`config.mk`:
```
export PLATFORM = sky130hd
export DESIGN_NAME = acs_port
export DESIGN_NICKNAME = d
export VERILOG_FILES = /design/src/design/acs_fifo.v /design/src/design/acs_port.v
export VERILOG_INCLUDE_DIRS = /design/src /design/src/design
export SDC_FILE = /design/constraint.sdc
export NUM_CORES = 1
export LEC_CHECK = 0
export ABC_AREA = 0
export BUFFER_PORTS_ARGS = -buffer_cell sky130_fd_sc_hd__buf_2
export CAP_MARGIN = 40
export CORE_MARGIN = 5
export CORE_UTILIZATION = 40
export DETAILED_ROUTE_END_ITERATION = 8
export PLACE_DENSITY_LB_ADDON = 0.05
export RECOVER_POWER = 25
export SKIP_CTS_REPAIR_TIMING = 1
export SLEW_MARGIN = 5
export SYNTH_ARGS = -nofsm -noshare
export SYNTH_HDL_FRONTEND = slang
export SYNTH_SLANG_ARGS = --single-unit
```
`constraint.sdc`:
```
create_clock -name i_clk_sys -period 7.39 [get_ports i_clk_sys]
set_input_delay 1.1085 -clock i_clk_sys [delete_from_list [all_inputs] [get_ports i_clk_sys]]
set_output_delay 1.1085 -clock i_clk_sys [all_outputs]
set_load 0.01 [all_outputs]
```
`src/design/acs_defs.vh`:
```
// Constants for the converter channel sequencer serial port.
`ifndef ACS_DEFS_VH
`define ACS_DEFS_VH
`define ACS_FRAME_BITS      5'd16
`define ACS_CNT_W           5
`define ACS_RESULT_W        12
`define ACS_TAG_W           4
`define ACS_WORD_W          16
`define ACS_NUM_SRC         9
`define ACS_TEMP_TAG        4'h8
`define ACS_WR_BIT          15
`define ACS_TSEL_BIT        14
`define ACS_STBY_BIT        13
`define ACS_CHMASK_MSB      7
`define ACS_CLK_MHZ         20
`define ACS_TEMP_CONV_US    100
`define ACS_TEMP_CONV_CYC   (`ACS_TEMP_CONV_US * `ACS_CLK_MHZ)
`define ACS_TEMP_CNT_W      12
`define ACS_FIFO_DEPTH      16
`define ACS_FIFO_AW         4
`define ACS_IDLE_WORD       16'hffff
`endif

```
`src/design/acs_fifo.v`:
```
// Small synchronous FIFO that buffers converted result words.
`timescale 1ns/10ps
`include "acs_defs.vh"
module acs_fifo #(
   parameter WIDTH = 16,
   parameter DEPTH = 16,
   parameter AW    = 4
) (
   input  wire             i_clk_sys,
   input  wire             i_resetn,
   input  wire             i_flush,
   input  wire             i_in_valid,
   output wire             o_in_ready,
   input  wire [WIDTH-1:0] i_in_data,
   output wire             o_out_valid,
   input  wire             i_out_ready,
   output reg  [WIDTH-1:0] o_out_data
);
   reg [WIDTH-1:0] mem [0:DEPTH-1];
   reg [AW:0]      wr_q;
   reg [AW:0]      rd_q;
   reg             oval_q;
   wire [AW:0]     count;
   wire [AW+1:0]   fill;
   wire            do_wr;
   wire            do_rd;

   assign count       = wr_q - rd_q;
   // The output register counts as one of the DEPTH places, so the
   // buffer refuses a word once DEPTH words are held in total.
   assign fill        = {1'b0, count} + {{(AW+1){1'b0}}, oval_q};
   assign o_in_ready  = (fill != DEPTH[AW+1:0]);
   assign o_out_valid = oval_q;
   assign do_wr       = i_in_valid & o_in_ready;
   // The output register is refilled whenever it is empty or being taken.
   assign do_rd       = (count != {(AW+1){1'b0}}) & (~oval_q | i_out_ready);

   always @(posedge i_clk_sys) begin
      if (do_wr) begin
         mem[wr_q[AW-1:0]] <= i_in_data;
      end
   end

   always @(posedge i_clk_sys or negedge i_resetn) begin
      if (!i_resetn) begin
         wr_q       <= {(AW+1){1'b0}};
         rd_q       <= {(AW+1){1'b0}};
         oval_q     <= 1'b0;
         o_out_data <= {WIDTH{1'b0}};
      end else if (i_flush) begin
         wr_q   <= {(AW+1){1'b0}};
         rd_q   <= {(AW+1){1'b0}};
         oval_q <= 1'b0;
      end else begin
         if (do_wr) begin
            wr_q <= wr_q + 1'b1;
         end
         if (do_rd) begin
            rd_q       <= rd_q + 1'b1;
            o_out_data <= mem[rd_q[AW-1:0]];
            oval_q     <= 1'b1;
         end else if (i_out_ready) begin
            oval_q <= 1'b0;
         end
      end
   end
endmodule

```
`src/design/acs_port.v`:
```
// Serial control port and channel sequencer of a 12-bit eight-input converter.
//
// What this block does
// - Active-low select frames every transfer.
// - One low pin means power-down or reset.
// - Temperature busy high until conversion ends.
// - Temperature-select bit set selects the sensor.
// - Result is shifted out one frame later.
// - After power-up no channel, output all ones.
// - Nine-way source choice per frame.
// - Selected channels scanned in fixed order, repeating.
// - Hardware power-down and software standby states.
// - Each result is twelve bits.
// - Temperature step is a quarter degree.
// - Output word is channel tag then result.
// - Early deselect aborts, floats output, keeps control.
// - Input captured on falling edges; write flag gates.
`timescale 1ns/10ps
`include "acs_defs.vh"
module acs_port (
   input  wire        i_clk_sys,
   input  wire        i_resetn,
   input  wire        i_power_down_reset_n,
   input  wire        i_cs_n,
   input  wire        i_sclk,
   input  wire        i_din,
   output reg         o_serial_out_line,
   output reg         o_serial_out_oe,
   output reg         o_temp_conv_busy,
   output wire        o_hw_power_down,
   output wire        o_standby,
   output reg  [3:0]  o_mux_sel,
   output reg         o_mux_valid,
   output reg         o_sample,
   input  wire [11:0] i_conv_result,
   output wire        o_buf_valid,
   input  wire        i_buf_ready,
   output wire [15:0] o_buf_word,
   output wire        o_buf_in_ready
);
   // ****************************************************************
   // Input synchronisers
   // ****************************************************************
   reg [1:0] cs_s_q;
   reg [1:0] sclk_s_q;
   reg [1:0] din_s_q;
   reg [1:0] pdr_s_q;
   reg       sclk_prev_q;
   reg       cs_prev_q;

   always @(posedge i_clk_sys or negedge i_resetn) begin
      if (!i_resetn) begin
         // Reset values match the idle pin levels, so neither a false clock
         // edge nor a false power-down report follows the release of reset.
         cs_s_q      <= 2'h3;
         sclk_s_q    <= 2'h0;
         din_s_q     <= 2'h0;
         pdr_s_q     <= 2'h3;
         sclk_prev_q <= 1'b0;
         cs_prev_q   <= 1'b1;
      end else begin
         cs_s_q      <= {cs_s_q[0], i_cs_n};
         sclk_s_q    <= {sclk_s_q[0], i_sclk};
         din_s_q     <= {din_s_q[0], i_din};
         pdr_s_q     <= {pdr_s_q[0], i_power_down_reset_n};
         sclk_prev_q <= sclk_s_q[1];
         cs_prev_q   <= cs_s_q[1];
      end
   end

   // ****************************************************************
   // Edge detection
   // ****************************************************************
   wire cs_n     = cs_s_q[1];
   wire sclk_fall = sclk_prev_q & ~sclk_s_q[1];
   wire cs_fall  = cs_prev_q & ~cs_n;
   wire cs_rise  = ~cs_prev_q & cs_n;
   wire pd_low   = ~pdr_s_q[1];
   // The host clock runs at most half as fast as ours, so a 20 MHz link needs
   // a faster system clock in silicon; the bench link is far slower.

   // ****************************************************************
   // Control state and sequencer
   // ****************************************************************
   reg [7:0]  chmask_q;
   reg        tsel_q;
   reg        stby_q;
   reg        progd_q;
   reg [3:0]  next_q;
   reg [4:0]  bitcnt_q;
   reg        active_q;
   reg [15:0] din_sr_q;
   reg [15:0] dout_sr_q;
   reg [15:0] pend_q;
   reg        pend_valid_q;
   reg [11:0] tcnt_q;

   // Last count of the sensor conversion timer.
   localparam [`ACS_TEMP_CNT_W-1:0] TEMP_LAST = `ACS_TEMP_CONV_CYC - 1;

   // ****************************************************************
   // Source selection helpers
   // ****************************************************************
   // True when at least one of the nine sources is enabled.
   function has_source;
      input [7:0] mask;
      input       tsel;
      begin
         has_source = (mask != 8'h00) | tsel;
      end
   endfunction

   // True when source idx is enabled; codes above the sensor never are.
   function src_on;
      input [3:0] idx;
      input [7:0] mask;
      input       tsel;
      reg   [8:0] sel;
      begin
         sel    = {tsel, mask};
         src_on = (idx <= `ACS_TEMP_TAG) ? sel[idx] : 1'b0;
      end
   endfunction

   // Next source after cur in fixed order 0..7 then sensor, wrapping.
   function [3:0] next_src;
      input [3:0] cur;
      input [7:0] mask;
      input       tsel;
      reg   [3:0] res;
      reg         found;
      integer     k;
      integer     idx;
      begin
         res   = cur;
         found = 1'b0;
         for (k = 1; k <= `ACS_NUM_SRC; k = k + 1) begin
            idx = (cur + k) % `ACS_NUM_SRC;
            if (!found && src_on(idx[3:0], mask, tsel)) begin
               res   = idx[3:0];
               found = 1'b1;
            end
         end
         next_src = res;
      end
   endfunction

   wire any_sel   = has_source(chmask_q, tsel_q);
   wire [15:0] wr_word = {din_sr_q[14:0], din_s_q[1]};
   wire last_edge = active_q & sclk_fall & (bitcnt_q == `ACS_FRAME_BITS - 5'd1);
   wire fifo_in_ready;
   // While the sensor timer runs, or in standby, a frame still shifts but
   // yields no new result, so the host reads the previous word again.
   wire conv_done = last_edge & progd_q & ~stby_q & ~o_temp_conv_busy;

   always @(posedge i_clk_sys or negedge i_resetn) begin
      if (!i_resetn) begin
         chmask_q          <= 8'h00;
         tsel_q            <= 1'b0;
         stby_q            <= 1'b0;
         progd_q           <= 1'b0;
         next_q            <= 4'h0;
         bitcnt_q          <= 5'd0;
         active_q          <= 1'b0;
         din_sr_q          <= 16'h0000;
         dout_sr_q         <= `ACS_IDLE_WORD;
         pend_q            <= `ACS_IDLE_WORD;
         pend_valid_q      <= 1'b0;
         o_serial_out_line <= 1'b1;
         o_serial_out_oe   <= 1'b0;
         o_mux_sel         <= 4'h0;
         o_mux_valid       <= 1'b0;
         o_sample          <= 1'b0;
         o_temp_conv_busy  <= 1'b0;
         tcnt_q            <= 12'h000;
      end else if (pd_low) begin
         // Power-down/reset pin low: all but o_mux_sel and din_sr_q back to power-up state.
         chmask_q          <= 8'h00;
         tsel_q            <= 1'b0;
         stby_q            <= 1'b0;
         progd_q           <= 1'b0;
         next_q            <= 4'h0;
         bitcnt_q          <= 5'd0;
         active_q          <= 1'b0;
         dout_sr_q         <= `ACS_IDLE_WORD;
         pend_q            <= `ACS_IDLE_WORD;
         pend_valid_q      <= 1'b0;
         o_serial_out_line <= 1'b1;
         o_serial_out_oe   <= 1'b0;
         o_mux_valid       <= 1'b0;
         o_sample          <= 1'b0;
         o_temp_conv_busy  <= 1'b0;
         tcnt_q            <= 12'h000;
      end else begin
         o_sample <= 1'b0;
         // Temperature conversion timer.
         if (o_temp_conv_busy) begin
            if (tcnt_q == TEMP_LAST) begin
               o_temp_conv_busy <= 1'b0;
               tcnt_q           <= 12'h000;
            end else begin
               tcnt_q <= tcnt_q + 12'h001;
            end
         end
         if (cs_fall) begin
            // Frame opens: drive the tag MSB of last frame's result.
            active_q          <= 1'b1;
            bitcnt_q          <= 5'd0;
            dout_sr_q         <= {pend_q[14:0], 1'b1};
            o_serial_out_line <= pend_q[15];
            o_serial_out_oe   <= 1'b1;
         end else if (cs_rise && active_q) begin
            // Early deselect: abort, float output, control untouched.
            // The line goes back to ones, as between frames.
            active_q          <= 1'b0;
            o_serial_out_oe   <= 1'b0;
            o_serial_out_line <= 1'b1;
         end else if (active_q && sclk_fall) begin
            din_sr_q <= wr_word;
            bitcnt_q <= bitcnt_q + 5'd1;
            o_serial_out_line <= dout_sr_q[15];
            dout_sr_q <= {dout_sr_q[14:0], 1'b1};
            if (last_edge) begin
               active_q        <= 1'b0;
               o_serial_out_oe <= 1'b0;
               if (conv_done) begin
                  // Tag plus twelve-bit result, read next frame.
                  pend_q       <= {o_mux_sel, i_conv_result};
                  pend_valid_q <= 1'b1;
                  o_sample     <= 1'b1;
                  if (o_mux_sel == `ACS_TEMP_TAG) begin
                     // Sensor LSB weight is a quarter degree, no scaling.
                     o_temp_conv_busy <= 1'b1;
                     tcnt_q           <= 12'h000;
                  end
               end else begin
                  pend_valid_q <= 1'b0;
               end
               if (wr_word[`ACS_WR_BIT]) begin
                  // Only a flagged write changes control state.
                  chmask_q <= wr_word[`ACS_CHMASK_MSB:0];
                  tsel_q   <= wr_word[`ACS_TSEL_BIT];
                  stby_q   <= wr_word[`ACS_STBY_BIT];
                  progd_q  <= has_source(wr_word[`ACS_CHMASK_MSB:0],
                                         wr_word[`ACS_TSEL_BIT]);
                  next_q   <= 4'h0;
               end else if (any_sel) begin
                  next_q <= next_src(o_mux_sel, chmask_q, tsel_q);
               end
            end
         end else begin
            pend_valid_q <= 1'b0;
         end
         if (!active_q) begin
            // Choose this frame's source among the nine.
            if (!has_source(chmask_q, tsel_q)) begin
               o_mux_valid <= 1'b0;
               if (!progd_q) begin
                  pend_q <= `ACS_IDLE_WORD;
               end
            end else begin
               o_mux_valid <= 1'b1;
               if (src_on(next_q, chmask_q, tsel_q)) begin
                  o_mux_sel <= next_q;
               end else begin
                  o_mux_sel <= next_src(next_q, chmask_q, tsel_q);
               end
            end
         end
      end
   end

   // ****************************************************************
   // Low-power status
   // ****************************************************************
   assign o_hw_power_down = pd_low;
   assign o_standby       = stby_q;

   // ****************************************************************
   // Result buffer
   // ****************************************************************
   // Words are offered to a local consumer; if it stalls and the buffer
   // fills, further results are dropped but the serial path is unaffected.
   acs_fifo #(
      .WIDTH (`ACS_WORD_W),
      .DEPTH (`ACS_FIFO_DEPTH),
      .AW    (`ACS_FIFO_AW)
   ) u_fifo (
      .i_clk_sys   (i_clk_sys),
      .i_resetn    (i_resetn),
      .i_flush     (pd_low),
      .i_in_valid  (pend_valid_q),
      .o_in_ready  (fifo_in_ready),
      .i_in_data   (pend_q),
      .o_out_valid (o_buf_valid),
      .i_out_ready (i_buf_ready),
      .o_out_data  (o_buf_word)
   );
   assign o_buf_in_ready = fifo_in_ready;
endmodule

```
Yosys cells after proc, flatten, opt, wreduce, memory -nomap -nowiden
Memory sizes are Yosys's and may differ from the RTL's. A register that Yosys moved wholly into a read port is not among the register bits.
Index checks and enable logic that the tools add are counted.

storage, ports and cells
  register bits after elaboration = 110
  bits in writable memories = 256
  input bits = 19
  memories = 1

cells by class
  $add $sub $neg = 24
  div/mod/pow operators = 18
  order comparisons = 38
  equal/unequal tests = 19
  muxes and demuxes = 278
  bitwise logic cells = 23
  reductions and logical operators = 46

memory list
  memory      depth  width  rd ports  clocked after Yosys merged registers in  wr ports  line           RTL
  u_fifo.mem  16     16     1         1                                        1         acs_fifo.v:19  reg [WIDTH-1:0] mem [0:DEPTH-1];

operators with widths
  cell                                                                           number
  32-bit by 4-bit modulo with 32-bit output (second input constant)              18
  16-bit 2-to-1 mux                                                              13
  1-bit 2-to-1 mux                                                               197
  12-bit 2-to-1 mux                                                              9
  4-bit 2-to-1 mux                                                               26
  4-bit by 5-bit less-than comparator with 1-bit output (second input constant)  19
  1-bit binary-select mux with 4-bit select                                      19
  4-bit <= comparator (second input constant)                                    19
  8-bit 2-to-1 mux                                                               6
  4-bit by 3-bit adder with 5-bit output (second input constant)                 8
  5-bit 2-to-1 mux                                                               8
  4-bit by 2-bit adder with 5-bit output (second input constant)                 4
  4-bit by 4-bit adder with 5-bit output (second input constant)                 4
  1-bit logical AND                                                              18
  1-bit logical NOT                                                              17
  8-bit nonzero test                                                             2
  5-bit by 1-bit adder with 5-bit output (second input constant)                 3
  12-bit by 1-bit adder with 12-bit output (second input constant)               1
  12-bit by 11-bit equality test with 1-bit output (second input constant)       1
  4-bit by 1-bit adder with 5-bit output (second input constant)                 2
  1-bit AND                                                                      10
  2-bit by 1-bit != test with 1-bit output (second input constant)               5
  1-bit NOT                                                                      10
  5-bit AND reduction                                                            2
  15 further kinds                                                               25

Depth between registers and ports, before layout
  depth in word-level cells = 93
  gate-level depth with buffers = 32

By module
A second synthesis with hierarchy kept.

unflattened totals
  cell total of the unflattened synthesis = 2528
  area total of the unflattened synthesis = 26340.3 um2

by module, submodules not included
  module    instances  cells each  area an instance (um2)
  acs_port  1          1937        15003.1
  acs_fifo  1          591         11337.1

Worst setup path after synthesis
OpenSTA, ideal clock, no wires.

  path kind = register to register
  start point = register next_q[0]
  end point = register o_mux_sel[1]
  setup time = 0.076 ns
  arrival time = 7.767 ns
  data required time = 7.314 ns
  setup slack = -0.454 ns
  stages on the path, launching flop included = 32
  cell sequence = dfrtp_1 > buf_2 > buf_2 > buf_1 > clkbuf_1 > clkbuf_1 > buf_1 > buf_1 > clkbuf_1 > inv_1 > ha_1 > clkbuf_1 > inv_1 > clkbuf_1 > ha_1 > or2_2 > nor2_1 > a21boi_0 > xnor2_1 > ha_1 > nand2b_1 > or4_1 > a41oi_2 > xnor2_1 > mux2i_1 > o21a_1 > o21ai_1 > a211o_1 > a32oi_1 > o41ai_1 > and3_1 > o21ai_1

on the way
  cells in the longest elaborated chain, start to end = 63
  elaborated cells between the ends (all ways) = 124

ends and longest elaborated chain
  element                                                     line            RTL
  start: declaration                                          acs_port.v:89   reg [3:0] next_q;
  start signal: assignment                                    acs_port.v:248  next_q <= next_src(o_mux_sel, chmask_q, tsel_q);
  4-bit by 1-bit adder with 5-bit output                      acs_port.v:138  idx = (cur + k) % `ACS_NUM_SRC;
  32-bit by 4-bit modulo with 32-bit output (no source line)  --
  1-bit binary-select mux with 4-bit select                   acs_port.v:121  src_on = (idx <= `ACS_TEMP_TAG) ? sel[idx] : 1'b0;
  1-bit 2-to-1 mux (not written as such)                      acs_port.v:121
  1-bit 2-to-1 mux                                            acs_port.v:121
  1-bit 2-to-1 mux                                            acs_port.v:139  if (!found && src_on(idx[3:0], mask, tsel)) begin
  1-bit 2-to-1 mux                                            acs_port.v:263  if (src_on(next_q, chmask_q, tsel_q)) begin
  1-bit 2-to-1 mux                                            acs_port.v:256  if (!has_source(chmask_q, tsel_q)) begin
  [... 47 more ...]                                           --
  1-bit 2-to-1 mux                                            acs_port.v:263
  1-bit 2-to-1 mux                                            acs_port.v:256
  1-bit 2-to-1 mux                                            acs_port.v:254  if (!active_q) begin
  1-bit 2-to-1 mux                                            acs_port.v:176  end else if (pd_low) begin
  1-bit logical NOT                                           acs_port.v:139
  1-bit logical AND                                           acs_port.v:139
  4-bit 2-to-1 mux                                            acs_port.v:139
  4-bit 2-to-1 mux *                                          acs_port.v:263
  end signal: assignment                                      acs_port.v:264  o_mux_sel <= next_q;
  end signal: assignment                                      acs_port.v:266  o_mux_sel <= next_src(next_q, chmask_q, tsel_q);
  end: declaration                                            acs_port.v:32   output reg [3:0] o_mux_sel,

Every way passes the cells marked *; elsewhere a longest branch is shown, timed or not. The select of a mux whose other input is x is not followed.
A chain may end at the register's enable or synchronous reset.

Final worst setup path
  start point = register o_mux_sel[1]
  end point = register next_q[2]

on the way
  cells in the longest elaborated chain, start to end = 93
  elaborated cells between the ends (all ways) = 150

ends and longest elaborated chain
  element                                                     line            RTL
  4-bit by 1-bit adder with 5-bit output                      acs_port.v:138
  32-bit by 4-bit modulo with 32-bit output (no source line)  --
  1-bit binary-select mux with 4-bit select                   acs_port.v:121
  1-bit 2-to-1 mux (not written as such)                      acs_port.v:121
  1-bit 2-to-1 mux                                            acs_port.v:121
  1-bit 2-to-1 mux                                            acs_port.v:139
  1-bit 2-to-1 mux                                            acs_port.v:247  end else if (any_sel) begin
  1-bit 2-to-1 mux                                            acs_port.v:239  if (wr_word[`ACS_WR_BIT]) begin
  [... 77 more ...]                                           --
  4-bit 2-to-1 mux *                                          acs_port.v:139
  4-bit 2-to-1 mux *                                          acs_port.v:247
  4-bit 2-to-1 mux *                                          acs_port.v:239
  4-bit 2-to-1 mux *                                          acs_port.v:223  if (last_edge) begin
  4-bit 2-to-1 mux *                                          acs_port.v:218  end else if (active_q && sclk_fall) begin
  4-bit 2-to-1 mux *                                          acs_port.v:212  end else if (cs_rise && active_q) begin
  4-bit 2-to-1 mux *                                          acs_port.v:205  if (cs_fall) begin
  4-bit 2-to-1 mux *                                          acs_port.v:176

Marked as above.

==> summary.md <==
| Metric | Value |
|---|---|
| Clk_skew | 0.0267 ns |
| Global-route wire length before repair | 126000 µm |
| Pin slew with the least headroom to its limit | 2.29 ns |
| RSZ-0062 raised after global routing | no |
| Worst-case hold slack | 0.358 ns |
| Largest family of logic cells by synthesized area | compound AO/OA/AOI/OAI gates |
| Final Max Tran Viols | 31 |
| Row count | 93 |
| Post-layout instance area | 28700 µm² |
| Post-synthesis sequential area ratio | 42.0% |
| DP HPWL | 56100 µm |
| Setup ws final | 0.887 ns |
| Vias | 20700 |
| CTS max path bufs | 3 |
| CTS Buf Count | 40 |
| CP startpoint kind | flip-flop |
| Area post-placement | 27300 µm² |
| Yosys cell types | 108 |
| Slew HR | -52.8% |
| Hold crit path type | reg -> reg |
| Post-Synth Simple-Gate Area | 16.5% |
| Synth area leader | edfxtp_1 |
| Period utilization | 88.0% |
| Most frequent cell after synthesis | edfxtp_1 |
| I/O Buffers | 47 |
| Crit path required time | 7.86 ns |
| Number of I/O pins | 48 |
| Max-Cap Viols | 1 |
| Post-Synthesis Cell Area | 25900 µm² |
| Failing checks | max-capacitance violations, max-slew violations |
| Number of synthesized flops with an enable pin | 256 |
| Compound-cell area share of the yosys netlist | 17.3% |
| Seq cells post-synth | 381 |
| Final setup viols | 0 |
| # DRC | 0 |
| Dpl ws | 0.914 ns |
| Share of synthesized cell area in full adder, half adder and majority cells | 5.74% |
| Share of post-route cells with drive strength above 1 | 17.6% |
| Syn_nets | 2611 |
| Clk_lat worst skew | 0.56 ns |
| CTS root buf | clkbuf_16 |
| Lkg Pwr | 10.9 nW |
| Yosys warnings | 0 |
| Post-DR wirelength/cell | 24.3 µm |
| Final hold viol count | 0 |
| Register clock-pin slew on the reported worst setup and hold paths | 0.06 ns |
| Gr ovfl total | 0 |
| Starting Density | 40.3% |
| Syn_area_per_cell | 10.5 µm² |
| Nets | 2629 |
| Peak Freq | 154 MHz |
| Critical path class | reg -> reg |
| CTS tree | yes |
| Post-synthesis xor/xnor area fraction | 3.14% |
| Total wire length | 82200 µm |
| DRC marker count from the first detailed-route iteration | 1809 |
| Layout Utilization | 44.6% |
| Peak VDD IR | 283 µV |
| Commonest cells in the netlist | edfxtp_1 (256), nand2_1 (232), nor2_1 (163) |
| Status | finished with violations |
| Final min period | 6.50 ns |
| Routability cong. | 0.921 |
| WP data arrival | 6.97 ns |
| Hold Crit Depth | 0 |
| Area contributors post-synth | edfxtp_1 (30%), dfrtp_1 (8.5%), mux4_2 (7.6%), ha_1 (5.7%), dfstp_2 (3.8%) |
| Die H | 264 µm |
| Die Wd | 264 µm |
| Initial antenna violation count | 0 |
| Async set-reset flop share out of synthesis | 32.8% |
| DIE AREA | 69800 µm² |
| PwrDens | 376 nW/µm² |
| Number of vias per cell | 6.12 |
| GR Util All Layers | 22.9% |
| Initial DRT Pass Iterations | 6 |
| Area grow syn2layout | 10.8% |
| Mux share of post-synthesis cell area | 11.8% |
| Maximum fanout along the worst path | 25 |
| Routed Antenna Nets | 0 |
| Clk sinks | 381 |
| Largest net degree at the start of global routing | 58 |
| Core Area | 64200 µm² |
| Number of global-route vias before repair | 20400 |
| Synth top area share | 29.7% |
| Critical Path End Type | flip-flop |
| Reg2reg path depth | 21 |
| Synth Flop Type | edfxtp_1 |
| H-tree lvl count | 2 |
| Post-Syn Instances | 2474 |
worst max-delay path: stages, from the launching register on:
cell,delay [ns]
dfrtp_1,0.36
buf_4,0.37
ha_1,0.65
xnor2_2,0.28
inv_2,0.18
ha_1,0.26
or3_1,0.37
o21ai_1,0.26
xnor2_1,0.24
ha_1,0.25
inv_1,0.08
o311ai_0,0.59
a31oi_1,0.30
nor2_1,0.24
o21ai_0,0.11
a21oi_1,0.26
o2111ai_1,0.15
nor4b_1,0.61
nand3_1,0.34
and2_1,0.25
o311ai_1,0.09
a2bb2oi_1,0.17
final timing paths:
path                              start                     to  slack [ns]
setup / recovery           o_mux_sel[1]              next_q[2]        0.89
hold / removal               pdr_s_q[0]             pdr_s_q[1]        0.36
setup reg to reg           o_mux_sel[1]              next_q[2]        0.89
hold reg to reg              pdr_s_q[0]             pdr_s_q[1]        0.36
max in group asynchronous      i_resetn           o_mux_sel[0]        4.38
min in group asynchronous      i_resetn  u_fifo.o_out_data[10]        1.24
sequential cells by signal, summed over array words and instances, names as in the netlist, 4 cells and up:
signal	cells
u_fifo.rd_q	5
u_fifo.o_out_data	16
tcnt_q	12
o_mux_sel	4
pend_q	16
chmask_q	8
u_fifo.mem	256
din_sr_q	15
dout_sr_q	15
bitcnt_q	5
u_fifo.wr_q	5
next_q	4
routing by layer:
metal  share of wire, %  up-vias  global-route usage [%]
li1                   -     9522                       -
met1                 43    10300                    30.2
met2                 49      667                    39.8
met3                4.5      144                    2.28
met4                3.2        0                    7.22
met5                  0        -                       0
cells by family after synthesis:
| group | count (synthesis) |
|---|---|
| fa+ha+maj | 118 |
| compound gates | 633 |
| mux | 191 |
| flops | 381 |
| xor+xnor | 88 |
| simple gates | 835 |
| buf+inv | 228 |
power by group:
part           switching [mW]  leakage (nW)  total, mW  internal, mW
combinational            3.92          6.03       6.26          2.35
clock                   0.846         0.694       2.11          1.27
sequential             0.0650          4.17       2.39          2.32
total                    4.83          10.9       10.8          5.94
placed cells by master, fill, tap and decap left out, types with 52 or more instances in the layout:
cell type and n:
edfxtp_1 256, nand2_1 232, nor2_1 151, a21oi_1 122
ha_1 117, o21ai_0 107, mux4_2 87, dfrtp_1 84
nand3_1 80, inv_1 71, buf_4 69, xnor2_1 60
mux2i_1 57, nor3_1 52
per-stage QoR:
stage               instances  total power [mW]   TNS, ns
floorplan                2474              6.92  -0.00938
global placement         3299              8.56         0
detailed placement       3305              8.56         0
CTS                      3378              10.7         0
global route             3378              11.5         0
finish                   3379              10.8         0
cell type report:
class,count,area (µm²)
antenna,1,2.50
clock buffer,53,1140
clock inverter,20,251
fill,6072,35600
inverter,83,312
multi-input combinational,1865,14200
sequential,381,10900
tap,855,1070
timing repair buffer,121,837
(Power assumes the default switching activity.)
